===== src/hw/supervisor_pkg.sv =====
// Purpose: shared constants and types of the supply supervisor mode control
// Assumes: 25 MHz pclk, 32-bit APB with byte offsets below
// Notes: settle and wake counts fit 12 bits
package supervisor_pkg;
   localparam int CLK_MHZ = 25;
   localparam int SLOW_WAKE_US = 150;
   localparam int FAST_WAKE_US = 2;
   localparam logic [11:0] SLOW_CYC = 12'(SLOW_WAKE_US * CLK_MHZ);
   localparam logic [11:0] FAST_CYC = 12'(FAST_WAKE_US * CLK_MHZ);

   localparam logic [7:0] OFS_LCTL = 8'h00;
   localparam logic [7:0] OFS_HCTL = 8'h04;
   localparam logic [7:0] OFS_FLAGS = 8'h08;
   localparam logic [7:0] OFS_ISTAT = 8'h0C;
   localparam logic [7:0] OFS_IMASK = 8'h10;
   localparam logic [7:0] OFS_STATE = 8'h14;

   localparam logic [6:0] LCTL_RST = 7'h0B;
   localparam logic [6:0] HCTL_RST = 7'h0B;
   localparam logic [5:0] IMASK_RST = 6'h00;

   localparam int IRQ_LSUP = 0;
   localparam int IRQ_LMON = 1;
   localparam int IRQ_HSUP = 2;
   localparam int IRQ_HMON = 3;
   localparam int IRQ_WAKE = 4;
   localparam int IRQ_SETTLED = 5;

   typedef enum logic [1:0] {SV_OFF, SV_NORMAL, SV_FULL} sv_state_t;
   typedef enum logic [1:0] {PM_ACTIVE, PM_LIGHT, PM_DEEP, PM_WAKE} pmode_t;

   // extra: event-to-reset routing (low) or overvoltage protect (high)
   typedef struct packed {
      logic extra;
      logic auto_ctl;
      logic mon_fp;
      logic mon_en;
      logic sup_fp;
      logic sup_mode;
      logic sup_en;
   } side_ctrl_t;

   typedef struct packed {
      sv_state_t hmon;
      sv_state_t hsup;
      sv_state_t lmon;
      sv_state_t lsup;
   } sv_states_t;

   typedef struct packed {
      logic hmon;
      logic hsup;
      logic lmon;
      logic lsup;
   } trips_t;

   function automatic sv_state_t decode_sv(input logic en, input logic keep,
         input logic fp, input logic auto_ctl, input logic deep);
      sv_state_t base;
      base = fp ? SV_FULL : SV_NORMAL;
      if (!en) begin
         return SV_OFF;
      end
      if (!deep) begin
         return base;
      end
      if (!keep) begin
         return SV_OFF;
      end
      if (!auto_ctl) begin
         return base;
      end
      return fp ? SV_NORMAL : SV_OFF;
   endfunction
endpackage


===== src/hw/state_decoder.sv =====
// Purpose: decode control bits into supervisor and monitor states
// Assumes: deep selects the deep-sleep column
// Notes: purely combinational
`timescale 1ns/10ps
module state_decoder
   import supervisor_pkg::*;
(
   input wire side_ctrl_t lctl,
   input wire side_ctrl_t hctl,
   input wire logic deep,
   output sv_states_t states,
   output logic slow
);
   always_comb begin
      states.lsup = decode_sv(lctl.sup_en, lctl.sup_mode, lctl.sup_fp,
                              lctl.auto_ctl, deep);
      states.lmon = decode_sv(lctl.mon_en, 1'b1, lctl.mon_fp,
                              lctl.auto_ctl, deep);
      states.hsup = decode_sv(hctl.sup_en, hctl.sup_mode, hctl.sup_fp,
                              hctl.auto_ctl, deep);
      states.hmon = decode_sv(hctl.mon_en, 1'b1, hctl.mon_fp,
                              hctl.auto_ctl, deep);
      // automatic high side keeps the monitor quiet in deep sleep
      if (deep && hctl.auto_ctl) begin
         states.hmon = SV_OFF;
      end
      // normal-performance low side forces the slow wake path
      slow = (lctl.sup_en && !lctl.sup_fp) || (lctl.mon_en && !lctl.mon_fp);
   end
endmodule


===== src/hw/delay_timer.sv =====
// Purpose: down-counter for settling and wake delays
// Assumes: load wins over clear
// Notes: busy holds from the load edge for count cycles
`timescale 1ns/10ps
module delay_timer
   import supervisor_pkg::*;
(
   input wire logic pclk,
   input wire logic presetn,
   input wire logic load,
   input wire logic clear,
   input wire logic [11:0] count,
   output logic busy,
   output logic done
);
   logic [11:0] cnt_q;

   always_ff @(posedge pclk or negedge presetn) begin
      if (!presetn) begin
         cnt_q <= 12'h000;
      end else if (load) begin
         cnt_q <= count;
      end else if (clear) begin
         cnt_q <= 12'h000;
      end else if (cnt_q != 12'h000) begin
         cnt_q <= cnt_q - 12'h001;
      end
   end

   assign busy = (cnt_q != 12'h000);
   assign done = (cnt_q == 12'h001) && !load && !clear;
endmodule


===== src/hw/supply_supervisor_ctrl.sv =====
// Operation
// low supervisor disabled means off in every mode and fast wake path
// enabled low supervisor: full-perf bit picks normal or full; mode 0 off in deep
// deep-mode bit 1: manual keeps state, automatic drops one level
// low monitor off when disabled, else full-perf bit; same deep-sleep drop
// any low side part in normal performance gives slow wake, else fast
// slow wake holds execution about 150 us after leaving deep sleep
// high supervisor decodes like the low supervisor with its own auto bit
// high monitor decodes like the low monitor with the high auto bit
// automatic high side keeps the high monitor off throughout deep sleep
// control writes set both settling flags; deep sleep waits till clear
// interrupt right after deep-sleep entry still wakes the device
// external reset, power cycle or power-up clear end any sleep state
// overvoltage enable makes a high monitor trip raise power-on reset
// low side events go to power-on reset or interrupt per routing bit
// software adds a 150 us delay when it needs fast servicing
// software picks slow wake or manual high side to avoid lost wakes
// deep-sleep states are latched at request acceptance and applied together
//
// Purpose: supply supervisor and monitor mode control with APB registers
// Assumes: all inputs synchronous to pclk; lpm_req held until lpm_ack
// Notes: one wait-free APB access phase; prdata sampled at setup
//
// Implementation choices: the APB slave port and the address map.
`timescale 1ns/10ps
module supply_supervisor_ctrl
   import supervisor_pkg::*;
(
   input wire logic pclk,
   input wire logic presetn,
   input wire logic psel,
   input wire logic penable,
   input wire logic pwrite,
   input wire logic [7:0] paddr,
   input wire logic [31:0] pwdata,
   output logic [31:0] prdata,
   output logic pready,
   output logic pslverr,
   input wire logic lpm_req,
   input wire logic lpm_deep,
   output logic lpm_ack,
   input wire logic wake_irq,
   input wire logic ext_reset_req,
   input wire logic power_up_clear,
   input wire trips_t trip,
   output sv_states_t sv_state,
   output pmode_t pmode,
   output logic wake_slow,
   output logic cpu_hold,
   output logic por_req,
   output logic irq
);
   side_ctrl_t lctl_q;
   side_ctrl_t hctl_q;
   logic [5:0] istat_q;
   logic [5:0] imask_q;
   logic [5:0] ev;
   logic [31:0] rdata;
   logic wr;
   logic wr_ctl;
   logic wr_l;
   logic wr_h;
   logic mapped;
   logic accept;
   logic restart;
   logic l_busy;
   logic h_busy;
   logic l_done;
   logic h_done;
   logic w_busy;
   logic w_done;
   logic w_load;
   logic slow_now;
   logic slow_deep;
   logic low_fp_n;
   logic high_fp_n;
   logic lo_event;
   logic ovp_trip;
   sv_states_t run_states;
   sv_states_t deep_states;
   side_ctrl_t wl;

   assign wl = side_ctrl_t'(pwdata[6:0]);
   assign wr = psel && penable && pwrite;
   assign wr_l = wr && (paddr == OFS_LCTL);
   assign wr_h = wr && (paddr == OFS_HCTL);
   assign wr_ctl = wr_l || wr_h;
   assign restart = ext_reset_req || power_up_clear;

   always_comb begin
      case (paddr)
         OFS_LCTL, OFS_HCTL, OFS_FLAGS, OFS_ISTAT, OFS_IMASK, OFS_STATE: begin
            mapped = 1'b1;
         end
         default: begin
            mapped = 1'b0;
         end
      endcase
   end

   always_comb begin
      rdata = 32'h0000_0000;
      case (paddr)
         OFS_LCTL: begin
            rdata[6:0] = lctl_q;
         end
         OFS_HCTL: begin
            rdata[6:0] = hctl_q;
         end
         OFS_FLAGS: begin
            rdata[1:0] = {h_busy, l_busy};
         end
         OFS_ISTAT: begin
            rdata[5:0] = istat_q;
         end
         OFS_IMASK: begin
            rdata[5:0] = imask_q;
         end
         OFS_STATE: begin
            rdata[10:0] = {wake_slow, pmode, sv_state};
         end
         default: begin
            rdata = 32'h0000_0000;
         end
      endcase
   end

   // answer in the first access cycle
   always_ff @(posedge pclk or negedge presetn) begin
      if (!presetn) begin
         pready <= 1'b0;
         pslverr <= 1'b0;
         prdata <= 32'h0000_0000;
      end else begin
         pready <= psel && !penable;
         pslverr <= psel && !penable && !mapped;
         if (psel && !penable) begin
            prdata <= rdata;
         end
      end
   end

   always_ff @(posedge pclk or negedge presetn) begin
      if (!presetn) begin
         lctl_q <= side_ctrl_t'(LCTL_RST);
         hctl_q <= side_ctrl_t'(HCTL_RST);
         imask_q <= IMASK_RST;
      end else begin
         if (wr_l) begin
            lctl_q <= wl;
         end
         if (wr_h) begin
            hctl_q <= wl;
         end
         if (wr && paddr == OFS_IMASK) begin
            imask_q <= pwdata[5:0];
         end
      end
   end

   // settle length follows the new full-performance choice of each side
   assign low_fp_n = wr_l ? wl.sup_fp : lctl_q.sup_fp;
   assign high_fp_n = wr_h ? wl.sup_fp : hctl_q.sup_fp;

   delay_timer u_low_settle (
      .pclk(pclk),
      .presetn(presetn),
      .load(wr_ctl),
      .clear(1'b0),
      .count(low_fp_n ? FAST_CYC : SLOW_CYC),
      .busy(l_busy),
      .done(l_done)
   );

   delay_timer u_high_settle (
      .pclk(pclk),
      .presetn(presetn),
      .load(wr_ctl),
      .clear(1'b0),
      .count(high_fp_n ? FAST_CYC : SLOW_CYC),
      .busy(h_busy),
      .done(h_done)
   );

   state_decoder u_run_dec (
      .lctl(lctl_q),
      .hctl(hctl_q),
      .deep(1'b0),
      .states(run_states),
      .slow(slow_now)
   );

   state_decoder u_deep_dec (
      .lctl(lctl_q),
      .hctl(hctl_q),
      .deep(1'b1),
      .states(deep_states),
      .slow(slow_deep)
   );

   // deep entry waits for both settling flags, light entry does not
   assign accept = lpm_req && !lpm_ack && (pmode == PM_ACTIVE) && !restart &&
                   (!lpm_deep || (!l_busy && !h_busy && !wr_ctl));
   assign w_load = (pmode == PM_DEEP && wake_irq) ||
                   (accept && lpm_deep && wake_irq);

   delay_timer u_wake (
      .pclk(pclk),
      .presetn(presetn),
      .load(w_load && !restart),
      .clear(restart),
      .count(slow_deep ? SLOW_CYC : FAST_CYC),
      .busy(w_busy),
      .done(w_done)
   );

   always_ff @(posedge pclk or negedge presetn) begin
      if (!presetn) begin
         pmode <= PM_ACTIVE;
         lpm_ack <= 1'b0;
      end else begin
         lpm_ack <= accept;
         if (restart) begin
            pmode <= PM_ACTIVE;
         end else begin
            case (pmode)
               PM_ACTIVE: begin
                  if (accept && !lpm_deep) begin
                     pmode <= wake_irq ? PM_ACTIVE : PM_LIGHT;
                  end else if (accept) begin
                     pmode <= wake_irq ? PM_WAKE : PM_DEEP;
                  end
               end
               PM_LIGHT: begin
                  if (wake_irq) begin
                     pmode <= PM_ACTIVE;
                  end
               end
               PM_DEEP: begin
                  if (wake_irq) begin
                     pmode <= PM_WAKE;
                  end
               end
               PM_WAKE: begin
                  if (w_done) begin
                     pmode <= PM_ACTIVE;
                  end
               end
               default: begin
                  pmode <= PM_ACTIVE;
               end
            endcase
         end
      end
   end

   // deep states and wake path are captured once at acceptance
   always_ff @(posedge pclk or negedge presetn) begin
      if (!presetn) begin
         sv_state <= sv_states_t'(8'h00);
         wake_slow <= 1'b0;
      end else if (restart) begin
         sv_state <= run_states;
      end else if (accept && lpm_deep) begin
         sv_state <= deep_states;
         wake_slow <= slow_deep;
      end else if (pmode == PM_ACTIVE || pmode == PM_LIGHT || w_done) begin
         sv_state <= run_states;
         wake_slow <= slow_now;
      end
   end

   // execution is masked from one cycle after the wake load to the end of the delay
   always_ff @(posedge pclk or negedge presetn) begin
      if (!presetn) begin
         cpu_hold <= 1'b0;
      end else begin
         cpu_hold <= w_busy && !w_done && !restart;
      end
   end

   assign lo_event = (trip.lsup && sv_state.lsup != SV_OFF) ||
                     (trip.lmon && sv_state.lmon != SV_OFF);
   assign ovp_trip = hctl_q.extra && trip.hmon && sv_state.hmon != SV_OFF;

   always_ff @(posedge pclk or negedge presetn) begin
      if (!presetn) begin
         por_req <= 1'b0;
      end else begin
         por_req <= ovp_trip || (lctl_q.extra && lo_event);
      end
   end

   always_comb begin
      ev = 6'h00;
      ev[IRQ_LSUP] = !lctl_q.extra && trip.lsup && sv_state.lsup != SV_OFF;
      ev[IRQ_LMON] = !lctl_q.extra && trip.lmon && sv_state.lmon != SV_OFF;
      ev[IRQ_HSUP] = trip.hsup && sv_state.hsup != SV_OFF;
      ev[IRQ_HMON] = !hctl_q.extra && trip.hmon && sv_state.hmon != SV_OFF;
      ev[IRQ_WAKE] = w_done;
      ev[IRQ_SETTLED] = l_done || h_done;
   end

   // a new event wins over a write-one clear in the same cycle
   always_ff @(posedge pclk or negedge presetn) begin
      if (!presetn) begin
         istat_q <= 6'h00;
      end else if (wr && paddr == OFS_ISTAT) begin
         istat_q <= (istat_q & ~pwdata[5:0]) | ev;
      end else begin
         istat_q <= istat_q | ev;
      end
   end

   always_ff @(posedge pclk or negedge presetn) begin
      if (!presetn) begin
         irq <= 1'b0;
      end else begin
         irq <= |(istat_q & imask_q);
      end
   end
endmodule


===== config.mk =====
export PLATFORM = sky130hd
export DESIGN_NAME = supply_supervisor_ctrl
export DESIGN_NICKNAME = d
export VERILOG_FILES = /design/src/hw/supervisor_pkg.sv /design/src/hw/state_decoder.sv /design/src/hw/delay_timer.sv /design/src/hw/supply_supervisor_ctrl.sv
export SDC_FILE = /design/constraint.sdc
export NUM_CORES = 1
export LEC_CHECK = 0
export ABC_AREA = 1
export BUFFER_PORTS_ARGS = -buffer_cell sky130_fd_sc_hd__clkbuf_2
export CAP_MARGIN = 20
export CORE_MARGIN = 4
export CORE_UTILIZATION = 45
export CTS_CLUSTER_DIAMETER = 100
export DETAILED_ROUTE_END_ITERATION = 7
export HOLD_SLACK_MARGIN = 0.08
export PLACE_DENSITY = 0.68
export SLEW_MARGIN = 10
export SYNTH_ARGS = -nofsm -noshare
export SYNTH_HDL_FRONTEND = slang
export SYNTH_SLANG_ARGS = --single-unit

===== constraint.sdc =====
create_clock -name pclk -period 2.38 [get_ports pclk]
set_clock_uncertainty 0.1 [all_clocks]
set_input_delay 0.476 -clock pclk [delete_from_list [all_inputs] [get_ports pclk]]
set_output_delay 0.476 -clock pclk [all_outputs]
set_load 0.05 [all_outputs]

==> reports/metrics.csv, run 1 <==
stage,metric,value,unit
setup_path,path_class,flip-flop to flip-flop,
timing,hold_viol,0,
drt,num_vias,4393,
finish,drive_gt1_share,21.7,%
finish,final_cell_mix,"112 x nand2_1, 84 x dfrtp_1, 81 x inv_1",
power,clkPwrFrac,24.7,%
drt,wl_per_cell,14.9,µm
grt,grt_pass1_wl,21.3,mm
grt,gr-total-overflow,0,
clock_tree,cts_root_buf,clkbuf_16,
flow_run,cap_violations,0,
finish,num_antenna_cells,0,
power,p_leak,0.00296,µW
clock_tree,cts_setup_buffers,0,
power,intPower,3250,µW
setup_path,worstPathMaxFanout,9,
setup_path,cp.arrival,2.33,ns
clock_tree,clock_latency,0.34,ns
synthesis,yosys.area_share.simple,27.1,%
place,gp_congestion,0.858,
finish,nFillCells,1027,
drt,viasPerCell,5.16,
timing,fin_crit_sh,92.7,%
die,core,0.0111,mm²
setup_path,cp_data_required_time,2.50,ns
power,p_switching,2100,µW
synthesis,synth_compound_area_share,12.7,%
timing,slew_headroom,63.5,%
finish,fin_area,0.00598,mm²
place,place_area,0.00569,mm²
timing,setup_viol,0,
clock_tree,numClockSinks,90,
synthesis,muxShareOfSynthArea,0,%
synthesis,synth_area_leaders,"dfrtp_1 40%, nand2_1 8.1%, inv_1 5.9%, o21ai_0 4.1%, nand3_1 3.6%",
clock_tree,path_clk_slew,0.07,ns
timing,finalSetupTns,0,ns
synthesis,yosysTopAreaCellShare,40.5,%
synthesis,yosysUniqueCellTypes,47,
timing,max_slew.worst_pin.slew,0.547,ns
timing,finalMaxSlewViolations,0,
grt,antenna_found_initial,0,
synthesis,ys_seq_area_share,43.5,%
synthesis,synth_area,0.00519,mm²
synthesis,synthCells,626,
die,io_pins,103,
synthesis,synth-adder-area-share,2.41,%
die,die_w,115,µm
power,ir_drop,480,µV
synthesis,ys_warn_count,0,
timing,min_period,2.21,ns
clock_tree,cts_tree,done,
timing,fmax,453,MHz
die,die_height,115,µm
power,pwr-share-comb,35.9,%
synthesis,ys_ff_latch,90,
grt,track_usage,20.1,%
clock_tree,htreeDepth,3,
setup_path,cp-start-kind,flip-flop,
outcome,status,completed,
clock_tree,cts_max_path_buffers,2,
place,portBuffers,56,
finish,regArea,0.00226,mm²
power,power.total,5350,µW
setup_path,r2r_setup_slack,0.17,ns
clock_tree,cts_buffers,9,
finish,mostFrequentLayoutCell,nand2_1,
grt,grt_start_max_net_pins,42,
grt,grt_pass1_vias,4415,
drt,drc,0,
power,power_density,895,mW/mm²
power,seqPwrFrac,39.4,%
finish,nNetsFinal,770,
drt,antenna_left,0,
place,dp_hpwl,9.68,mm
synthesis,yosys.area.top_type,dfrtp_1,
power,netSwitchingFraction,39.2,%
finish,syn2layout_area_growth,15.2,%
die,initial_core_util,46.9,%
synthesis,synth_top_family_by_area,simple AND/OR/NAND/NOR gates,
setup_path,worst_setup_path_end_kind,flip-flop,
die,die_area,0.0133,mm²
synthesis,avgSynthCellArea,8.30,µm²
synthesis,synth-xor-area-share,3.54,%
hold_path,hp-class,input port to flip-flop,
drt,firstDrtPassIters,5,
timing,grt_setup_unrepaired,no,
finish,multi_input_area,0.00247,mm²
die,rows,38,
drt,drt_iter0_markers,385,
drt,totalWireLength,12.7,mm
cell usage after synthesis, drive strengths merged:
master  instances
nand2         122
inv            90
dfrtp          84
nor2           67
o21ai          51
nand3          43
a21oi          36
buf            25
nor3           17
xor2           15
nand4          11
ha             10
dfstp           6
o22ai           6
xnor2           6
clkbuf          5
a211oi          4
o31ai           4
a221oi          3
a31oi           3
nor4            3
o211ai          3
a32o            2
nand3b          2
or2             2
a311oi          1
a41oi           1
and2            1
clkinv          1
conb            1
o221ai          1
critical path: stages (launching register included):
cell	delay (ns)
dfrtp_1	0.40
inv_1	0.11
ha_1	0.19
nand2_1	0.11
inv_2	0.07
nand2_2	0.10
nor2_8	0.14
inv_2	0.12
nor2_8	0.19
nand3_4	0.15
nand2_2	0.13
nand4_4	0.14
nand2_1	0.11
a21oi_1	0.04
stage by stage:
stage	cells	utilization [%]	setup WS [ns]	hold WS [ns]
6_report	851	54.0	0.173	0.265
4_1_cts	850	53.9	0.0995	0.255
2_1_floorplan	646	-	0.401	0.0804
3_3_place_gp	833	51.3	0.187	0.371
5_1_grt	851	54.0	0.0133	0.299
3_5_place_dp	833	51.3	0.119	0.368
final timing paths:
| kind | startpoint | end | depth (start not counted) |
|---|---|---|---|
| hold reg to reg | prdata[7]$_DFFE_PN0P_ | prdata[7]$_DFFE_PN0P_ | 2 |
| setup reg to reg | u_low_settle.cnt_q[0]$_DFFE_PN0P_ | u_wake.cnt_q[4]$_DFFE_PN0P_ | 13 |
| max in group asynchronous | presetn | istat_q[0]$_DFF_PN0_ | 3 |
| hold / removal | trip[2] | istat_q[2]$_DFF_PN0_ | 3 |
| setup / recovery | u_low_settle.cnt_q[0]$_DFFE_PN0P_ | u_wake.cnt_q[4]$_DFFE_PN0P_ | 13 |
| min in group asynchronous | presetn | prdata[5]$_DFFE_PN0P_ | 2 |
cells by family (layout without fill, tap and decap cells):
| group | after synthesis | after routing |
|---|---|---|
| simple gates | 268 | 269 |
| fa+ha+maj | 10 | 10 |
| buf+inv | 121 | 185 |
| compound gates | 115 | 115 |
| other cells | 1 | 21 |
| flops | 90 | 90 |
| xor+xnor | 21 | 21 |
layer usage:
metal	vias to the layer above	part of all wire (%)	GRT usage, %
li1	2172	-	-
met1	2076	44	25.4
met2	117	48	33.4
met3	28	5.9	5.38
met4	0	2.4	7.12
met5	-	0	0
sequential cells by signal (all words and copies together), names as in the netlist:
register and flops:
cpu_hold 1, hctl_q 7, imask_q 6, irq 1, istat_q 6, lctl_q 7, lpm_ack 1, pmode 2
por_req 1, prdata 11, pready 1, pslverr 1, sv_state 8, u_high_settle.cnt_q 12, u_low_settle.cnt_q 12, u_wake.cnt_q 12
wake_slow 1
power groups by stage:
stage                     logic, µW  registers, µW  clock network, µW
final                          1920           2110               1320
after global routing           2180           2140               1430
after CTS                      1930           2100               1350
after detailed placement       1910           2130                  0
after global placement         1870           2110                  0
after floorplan                1450           2150                  0
timing repair:
action / 4_1_cts / 5_1_grt
hold buffers: 1 / 0
gates resized for setup: 0 / 1
endpoints found under the setup margin: 0 / 13
endpoints found under the hold margin: 34 / 0
area by class of cell:
cell class | instances | share of cell area, %
Multi-Input combinational cell | 436 | 41.3
Sequential cell | 90 | 37.8
Timing Repair Buffer | 78 | 7.74
Inverter | 91 | 5.71
Clock buffer | 10 | 3.83
Tap cell | 140 | 2.93
Clock inverter | 6 | 0.732
(Power assumes the default switching activity.)
==> inputs of run 2 (changes only) <==
CTS_BUF_LIST = sky130_fd_sc_hd__clkbuf_8   (was unset)
MAX_ROUTING_LAYER = met4   (was unset)
PLACE_DENSITY = 0.73   (was 0.68)
==> reports/metrics.csv, run 2 (same netlist as run 1, synthesis figures left out) <==
stage,metric,value,unit,change
power,clkPwrFrac,21.6,%,was 24.7%
setup_path,worst_setup_path_end_kind,flip-flop,,unchanged
grt,gr-total-overflow,0,,unchanged
timing,finalMaxSlewViolations,0,,unchanged
finish,regArea,0.00226,mm²,unchanged
finish,nNetsFinal,766,,was 770
drt,firstDrtPassIters,5,,unchanged
setup_path,cp_data_required_time,2.56,ns,was 2.50 ns
clock_tree,cts_max_path_buffers,2,,unchanged
clock_tree,cts_root_buf,clkbuf_8,,was clkbuf_16
power,intPower,3060,µW,was 3250 µW
timing,min_period,2.22,ns,was 2.21 ns
finish,top_regs,"u_high_settle.cnt_q (12), u_low_settle.cnt_q (12), u_wake.cnt_q (12)",,unchanged
power,seqPwrFrac,40.9,%,was 39.4%
die,rows,38,,unchanged
die,die_area,0.0133,mm²,unchanged
finish,final_cell_mix,"112 x nand2_1, 84 x dfrtp_1, 81 x inv_1",,unchanged
grt,grt_pass1_vias,4416,,"was 4,415"
die,initial_core_util,46.9,%,unchanged
clock_tree,htreeDepth,3,,unchanged
timing,fin_crit_sh,93.4,%,was 92.7%
finish,syn2layout_area_growth,13.6,%,was 15.2%
timing,slew_headroom,62.9,%,was 63.5%
finish,multi_input_area,0.00246,mm²,was 0.00247 mm²
die,die_w,115,µm,unchanged
drt,totalWireLength,12.7,mm,about the same
finish,drive_gt1_share,21.4,%,was 21.7%
grt,antenna_found_initial,0,,unchanged
power,power_density,870,mW/mm²,was 895 mW/mm²
drt,drc,0,,unchanged
timing,fin_ws,0.157,ns,was 0.173 ns
timing,finalSetupTns,0,ns,unchanged
clock_tree,path_clk_slew,0.09,ns,was 0.07 ns
place,pre_cts_ws,0.0840,ns,was 0.119 ns
drt,num_vias,4387,,"was 4,393"
clock_tree,cts_tree,done,,unchanged
setup_path,cp-start-kind,flip-flop,,unchanged
timing,fmax,450,MHz,was 453 MHz
die,core,0.0111,mm²,unchanged
hold_path,hp-class,input port to flip-flop,,unchanged
setup_path,worstPathMaxFanout,8,,was 9
flow_run,cap_violations,0,,unchanged
power,p_switching,2070,µW,was 2100 µW
outcome,status,completed,,unchanged
grt,track_usage,20.3,%,was 20.1%
timing,grt_setup_unrepaired,no,,unchanged
power,pwr-share-comb,37.5,%,was 35.9%
setup_path,path_class,flip-flop to flip-flop,,unchanged
timing,setup_viol,0,,unchanged
die,io_pins,103,,unchanged
grt,grt_pass1_wl,20.9,mm,was 21.3 mm
timing,hold_viol,0,,unchanged
drt,viasPerCell,5.18,,was 5.16
grt,grt_start_max_net_pins,42,,unchanged
drt,antenna_left,0,,unchanged
clock_tree,clock_latency,0.36,ns,was 0.34 ns
die,die_height,115,µm,unchanged
power,ir_drop,364,µV,was 480 µV
place,portBuffers,56,,unchanged
power,p_leak,0.00292,µW,was 0.00296 µW
place,dp_hpwl,9.74,mm,was 9.68 mm
finish,nFillCells,1020,,"was 1,027"
timing,max_slew.worst_pin.slew,0.551,ns,was 0.547 ns
clock_tree,cts_buffers,9,,unchanged
place,gp_congestion,0.974,,was 0.858
drt,wl_per_cell,15.0,µm,was 14.9 µm
drt,drt_iter0_markers,292,,was 385
finish,mostFrequentLayoutCell,nand2_1,,unchanged
clock_tree,numClockSinks,90,,unchanged
power,netSwitchingFraction,40.3,%,was 39.2%
setup_path,cp.arrival,2.41,ns,was 2.33 ns
finish,num_antenna_cells,0,,unchanged
[run 2: metrics by stage]
| step | hold slack, ns | total power, µW | util, % | std cells | instance area (µm²) |
|---|---|---|---|---|---|
| 2_1_floorplan | 0.0804 | 3600 | - | 646 | 5270 |
| 3_3_place_gp | 0.364 | 3970 | 51.1 | 829 | 5660 |
| 3_5_place_dp | 0.366 | 4040 | 51.1 | 829 | 5660 |
| 4_1_cts | 0.247 | 5160 | 53.1 | 846 | 5880 |
| 5_1_grt | 0.253 | 5530 | 53.2 | 847 | 5900 |
| 6_report | 0.276 | 5130 | 53.2 | 847 | 5900 |
[run 2: final timing paths]
| kind | from | end | slack (ns) | depth (start not counted) |
|---|---|---|---|---|
| worst max register to register | u_low_settle.cnt_q[0]$_DFFE_PN0P_ | u_wake.cnt_q[2]$_DFFE_PN0P_ | 0.16 | 12 |
| min in group asynchronous | presetn | u_high_settle.cnt_q[3]$_DFFE_PN0P_ | 0.54 | 2 |
| max in group asynchronous | presetn | prdata[2]$_DFFE_PN0P_ | 0.98 | 3 |
| worst max-delay path | u_low_settle.cnt_q[0]$_DFFE_PN0P_ | u_wake.cnt_q[2]$_DFFE_PN0P_ | 0.16 | 12 |
| worst min-delay path | trip[2] | istat_q[2]$_DFF_PN0_ | 0.28 | 3 |
| worst min register to register | prdata[9]$_DFFE_PN0P_ | prdata[9]$_DFFE_PN0P_ | 0.39 | 2 |
[run 2: final cells by class]
| cell class | instances | share of cell area (%) |
|---|---|---|
| sequential | 90 | 38.3 |
| clock buffer | 10 | 2.33 |
| tap | 140 | 2.97 |
| multi-input combinational | 435 | 41.7 |
| clock inverter | 6 | 1.23 |
| timing repair buffer | 75 | 7.68 |
| inverter | 91 | 5.79 |
[run 2: per-layer routing]
metal  routed length (µm)  part of all wire [%]  up-vias  GRT usage (%)
li1                     -                     -     2160              -
met1                 5490                    43     2083           25.1
met2                 6180                    49      125           33.3
met3                  789                   6.2       19           4.86
met4                  214                   1.7        0           5.95
met5                    0                     0        -              -
[run 2: power by group through the flow]
| stage | logic, µW | clock network, µW | registers [µW] |
|---|---|---|---|
| 2_1_floorplan | 1450 | 0 | 2150 |
| 4_1_cts | 1930 | 1130 | 2100 |
| 3_5_place_dp | 1910 | 0 | 2130 |
| 5_1_grt | 2190 | 1200 | 2150 |
| 3_3_place_gp | 1860 | 0 | 2110 |
| 6_report | 1930 | 1110 | 2100 |
[run 2: critical path, stage by stage, from the launching register on]
cell,delay (ns)
dfrtp_1,0.41
inv_1,0.10
ha_1,0.19
nand2_1,0.12
inv_2,0.07
nand2_2,0.09
nor2_8,0.14
inv_2,0.12
nor2_8,0.17
nand3_4,0.15
nand2_2,0.13
nand4_4,0.14
a21oi_1,0.20
[run 2: timing repair]
action | in CTS | in global routing
endpoints found under the setup margin | 0 | 11
buffers inserted | 0 | 1
gates resized for setup | 0 | 1
endpoints found under the hold margin | 37 | 0
hold buffers | 1 | 0
==> inputs of run 3 (changes only) <==
CORE_UTILIZATION = 55   (was 45)
PLACE_DENSITY = 0.86   (was 0.73)
==> reports/metrics.csv, run 3 (same netlist as run 1, synthesis figures left out) <==
stage,metric,value,unit,change
outcome,status,completed,,unchanged
timing,min_period,2.26,ns,was 2.22 ns
finish,nFillCells,749,,"was 1,020"
setup_path,cp-start-kind,flip-flop,,unchanged
drt,drc,0,,unchanged
grt,track_usage,22.9,%,was 20.3%
setup_path,worst_setup_path_end_kind,flip-flop,,unchanged
timing,max_slew.worst_pin.slew,0.503,ns,was 0.551 ns
setup_path,reg2reg_from,u_low_settle.cnt_q[0]$_DFFE_PN0P_,,unchanged
clock_tree,path_clk_slew,0.10,ns,was 0.09 ns
grt,grt_start_max_net_pins,46,,was 42
timing,finalMaxSlewViolations,0,,unchanged
grt,grt_pass1_wl,20.3,mm,was 20.9 mm
power,power_density,872,mW/mm²,was 870 mW/mm²
place,portBuffers,56,,unchanged
drt,drt_iter0_markers,324,,was 292
timing,setup_viol,0,,unchanged
drt,totalWireLength,12.1,mm,was 12.7 mm
die,die_height,105,µm,was 115 µm
setup_path,endpoint,sv_state[6]$_DFFE_PN0P_,,was u_wake.cnt_q[2]$_DFFE_PN0P_
timing,hold_viol,0,,unchanged
power,power.total,5090,µW,was 5130 µW
die,die_area,0.0111,mm²,was 0.0133 mm²
drt,antenna_left,0,,unchanged
place,gp_congestion,0.951,,was 0.974
setup_path,reg2reg_to,sv_state[6]$_DFFE_PN0P_,,was u_wake.cnt_q[2]$_DFFE_PN0P_
setup_path,cp.arrival,2.46,ns,was 2.41 ns
place,dp_hpwl,9.26,mm,was 9.74 mm
flow_run,cap_violations,0,,unchanged
die,initial_core_util,56.5,%,was 46.9%
drt,firstDrtPassIters,6,,was 5
clock_tree,numClockSinks,90,,unchanged
finish,stdcell_count,818,,was 847
clock_tree,cts_tree,done,,unchanged
die,die_w,105,µm,was 115 µm
finish,fin_util,63.5,%,was 53.2%
setup_path,worstPathMaxFanout,12,,was 8
power,p_leak,0.00291,µW,was 0.00292 µW
grt,gr-total-overflow,0,,unchanged
finish,final_cell_mix,"112 x nand2_1, 84 x dfrtp_1, 80 x inv_1",,"was 112 x nand2_1, 84 x dfrtp_1, 81 x inv_1"
grt,grt_pass1_vias,4466,,"was 4,416"
clock_tree,cts_max_path_buffers,2,,unchanged
die,io_pins,103,,unchanged
timing,fmax,443,MHz,was 450 MHz
finish,drive_gt1_share,21.5,%,was 21.4%
clock_tree,htreeDepth,3,,unchanged
clock_tree,cts_buffers,9,,unchanged
die,rows,35,,was 38
power,ir_drop,507,µV,was 364 µV
setup_path,r2r_setup_slack,0.12,ns,was 0.16 ns
setup_path,crit_start,u_low_settle.cnt_q[0]$_DFFE_PN0P_,,unchanged
setup_path,path_class,flip-flop to flip-flop,,unchanged
timing,slew_headroom,66.1,%,was 62.9%
die,core,0.00920,mm²,was 0.0111 mm²
clock_tree,cts_root_buf,clkbuf_8,,unchanged
timing,fin_crit_sh,94.8,%,was 93.4%
drt,wl_per_cell,14.8,µm,was 15.0 µm
setup_path,r2r_cells,13,,was 12
finish,mostFrequentLayoutCell,nand2_1,,unchanged
finish,num_antenna_cells,0,,unchanged
drt,viasPerCell,5.63,,was 5.18
setup_path,cp_data_required_time,2.58,ns,was 2.56 ns
grt,antenna_found_initial,0,,unchanged
drt,num_vias,4603,,"was 4,387"
finish,syn2layout_area_growth,12.5,%,was 13.6%
clock_tree,clock_latency,0.37,ns,was 0.36 ns
finish,nNetsFinal,766,,unchanged
hold_path,hp-class,input port to flip-flop,,unchanged
finish,top_regs,"u_high_settle.cnt_q (12), u_low_settle.cnt_q (12), u_wake.cnt_q (12)",,unchanged
place,place_inst,797,,was 829
-- run 3: worst max-delay path: stages (launching register included) --
cell     delay [ns]
dfrtp_1        0.41
inv_1          0.10
ha_1           0.19
nand2_1        0.12
inv_2          0.07
nand2_2        0.09
nor2_8         0.14
nand2_2        0.08
nor2_4         0.11
nand4_4        0.15
nand3_4        0.14
nand3_4        0.18
buf_4          0.20
o21ai_2        0.10
-- run 3: per-stage QoR --
stage	cell area, µm²	setup TNS (ns)	hold slack, ns	worst slack, ns
final	5840	0	0.232	0.124
after detailed placement	5600	0	0.319	0.0789
after global routing	5840	-0.0216	0.234	-0.0120
after global placement	5600	0	0.314	0.148
after floorplan	5270	0	0.0804	0.401
after CTS	5810	0	0.223	0.0495
-- run 3: metal layers --
metal  vias to the layer above  wire, µm  GRT usage (%)  part of all wire (%)
met5                         -         0              -                     0
met4                         0       354           9.65                   2.9
met3                        39       842           3.95                   7.0
met2                       206      5760           37.0                    48
met1                      2185      5140           28.6                    43
li1                       2173         -              -                     -
-- run 3: where the power goes --
group	switching, µW	internal, µW	total (µW)
clock	640	420	1060
combinational	1220	704	1930
sequential	272	1830	2100
total	2140	2960	5090
-- run 3: layout make-up --
| class | instances | area (µm²) | area share [%] |
|---|---|---|---|
| flip-flops and latches | 90 | 2260 | 38.7 |
| well taps | 111 | 139 | 2.38 |
| clock buffers | 9 | 124 | 2.12 |
| clock inverters | 7 | 73.8 | 1.26 |
| multi-input cells | 436 | 2470 | 42.3 |
| repair buffers | 74 | 433 | 7.41 |
| inverters | 91 | 344 | 5.89 |
-- run 3: worst min path at each step --
stage | end | depth (start not counted) | startpoint
finish | istat_q[2]$_DFF_PN0_ | 3 | trip[2]
global route | istat_q[2]$_DFF_PN0_ | 3 | trip[2]
CTS | istat_q[2]$_DFF_PN0_ | 3 | trip[2]
detailed placement | pslverr$_DFF_PN0_ | 1 | presetn
global placement | pslverr$_DFF_PN0_ | 1 | presetn
floorplan | cpu_hold$_DFF_PN0_ | 0 | presetn
-- run 3: repair_timing --
action,in CTS,in global routing
buffers inserted,0,3
endpoints found under the hold margin,26,0
resized for setup,0,3
hold buffers,1,0
setup endpoints to repair,0,9
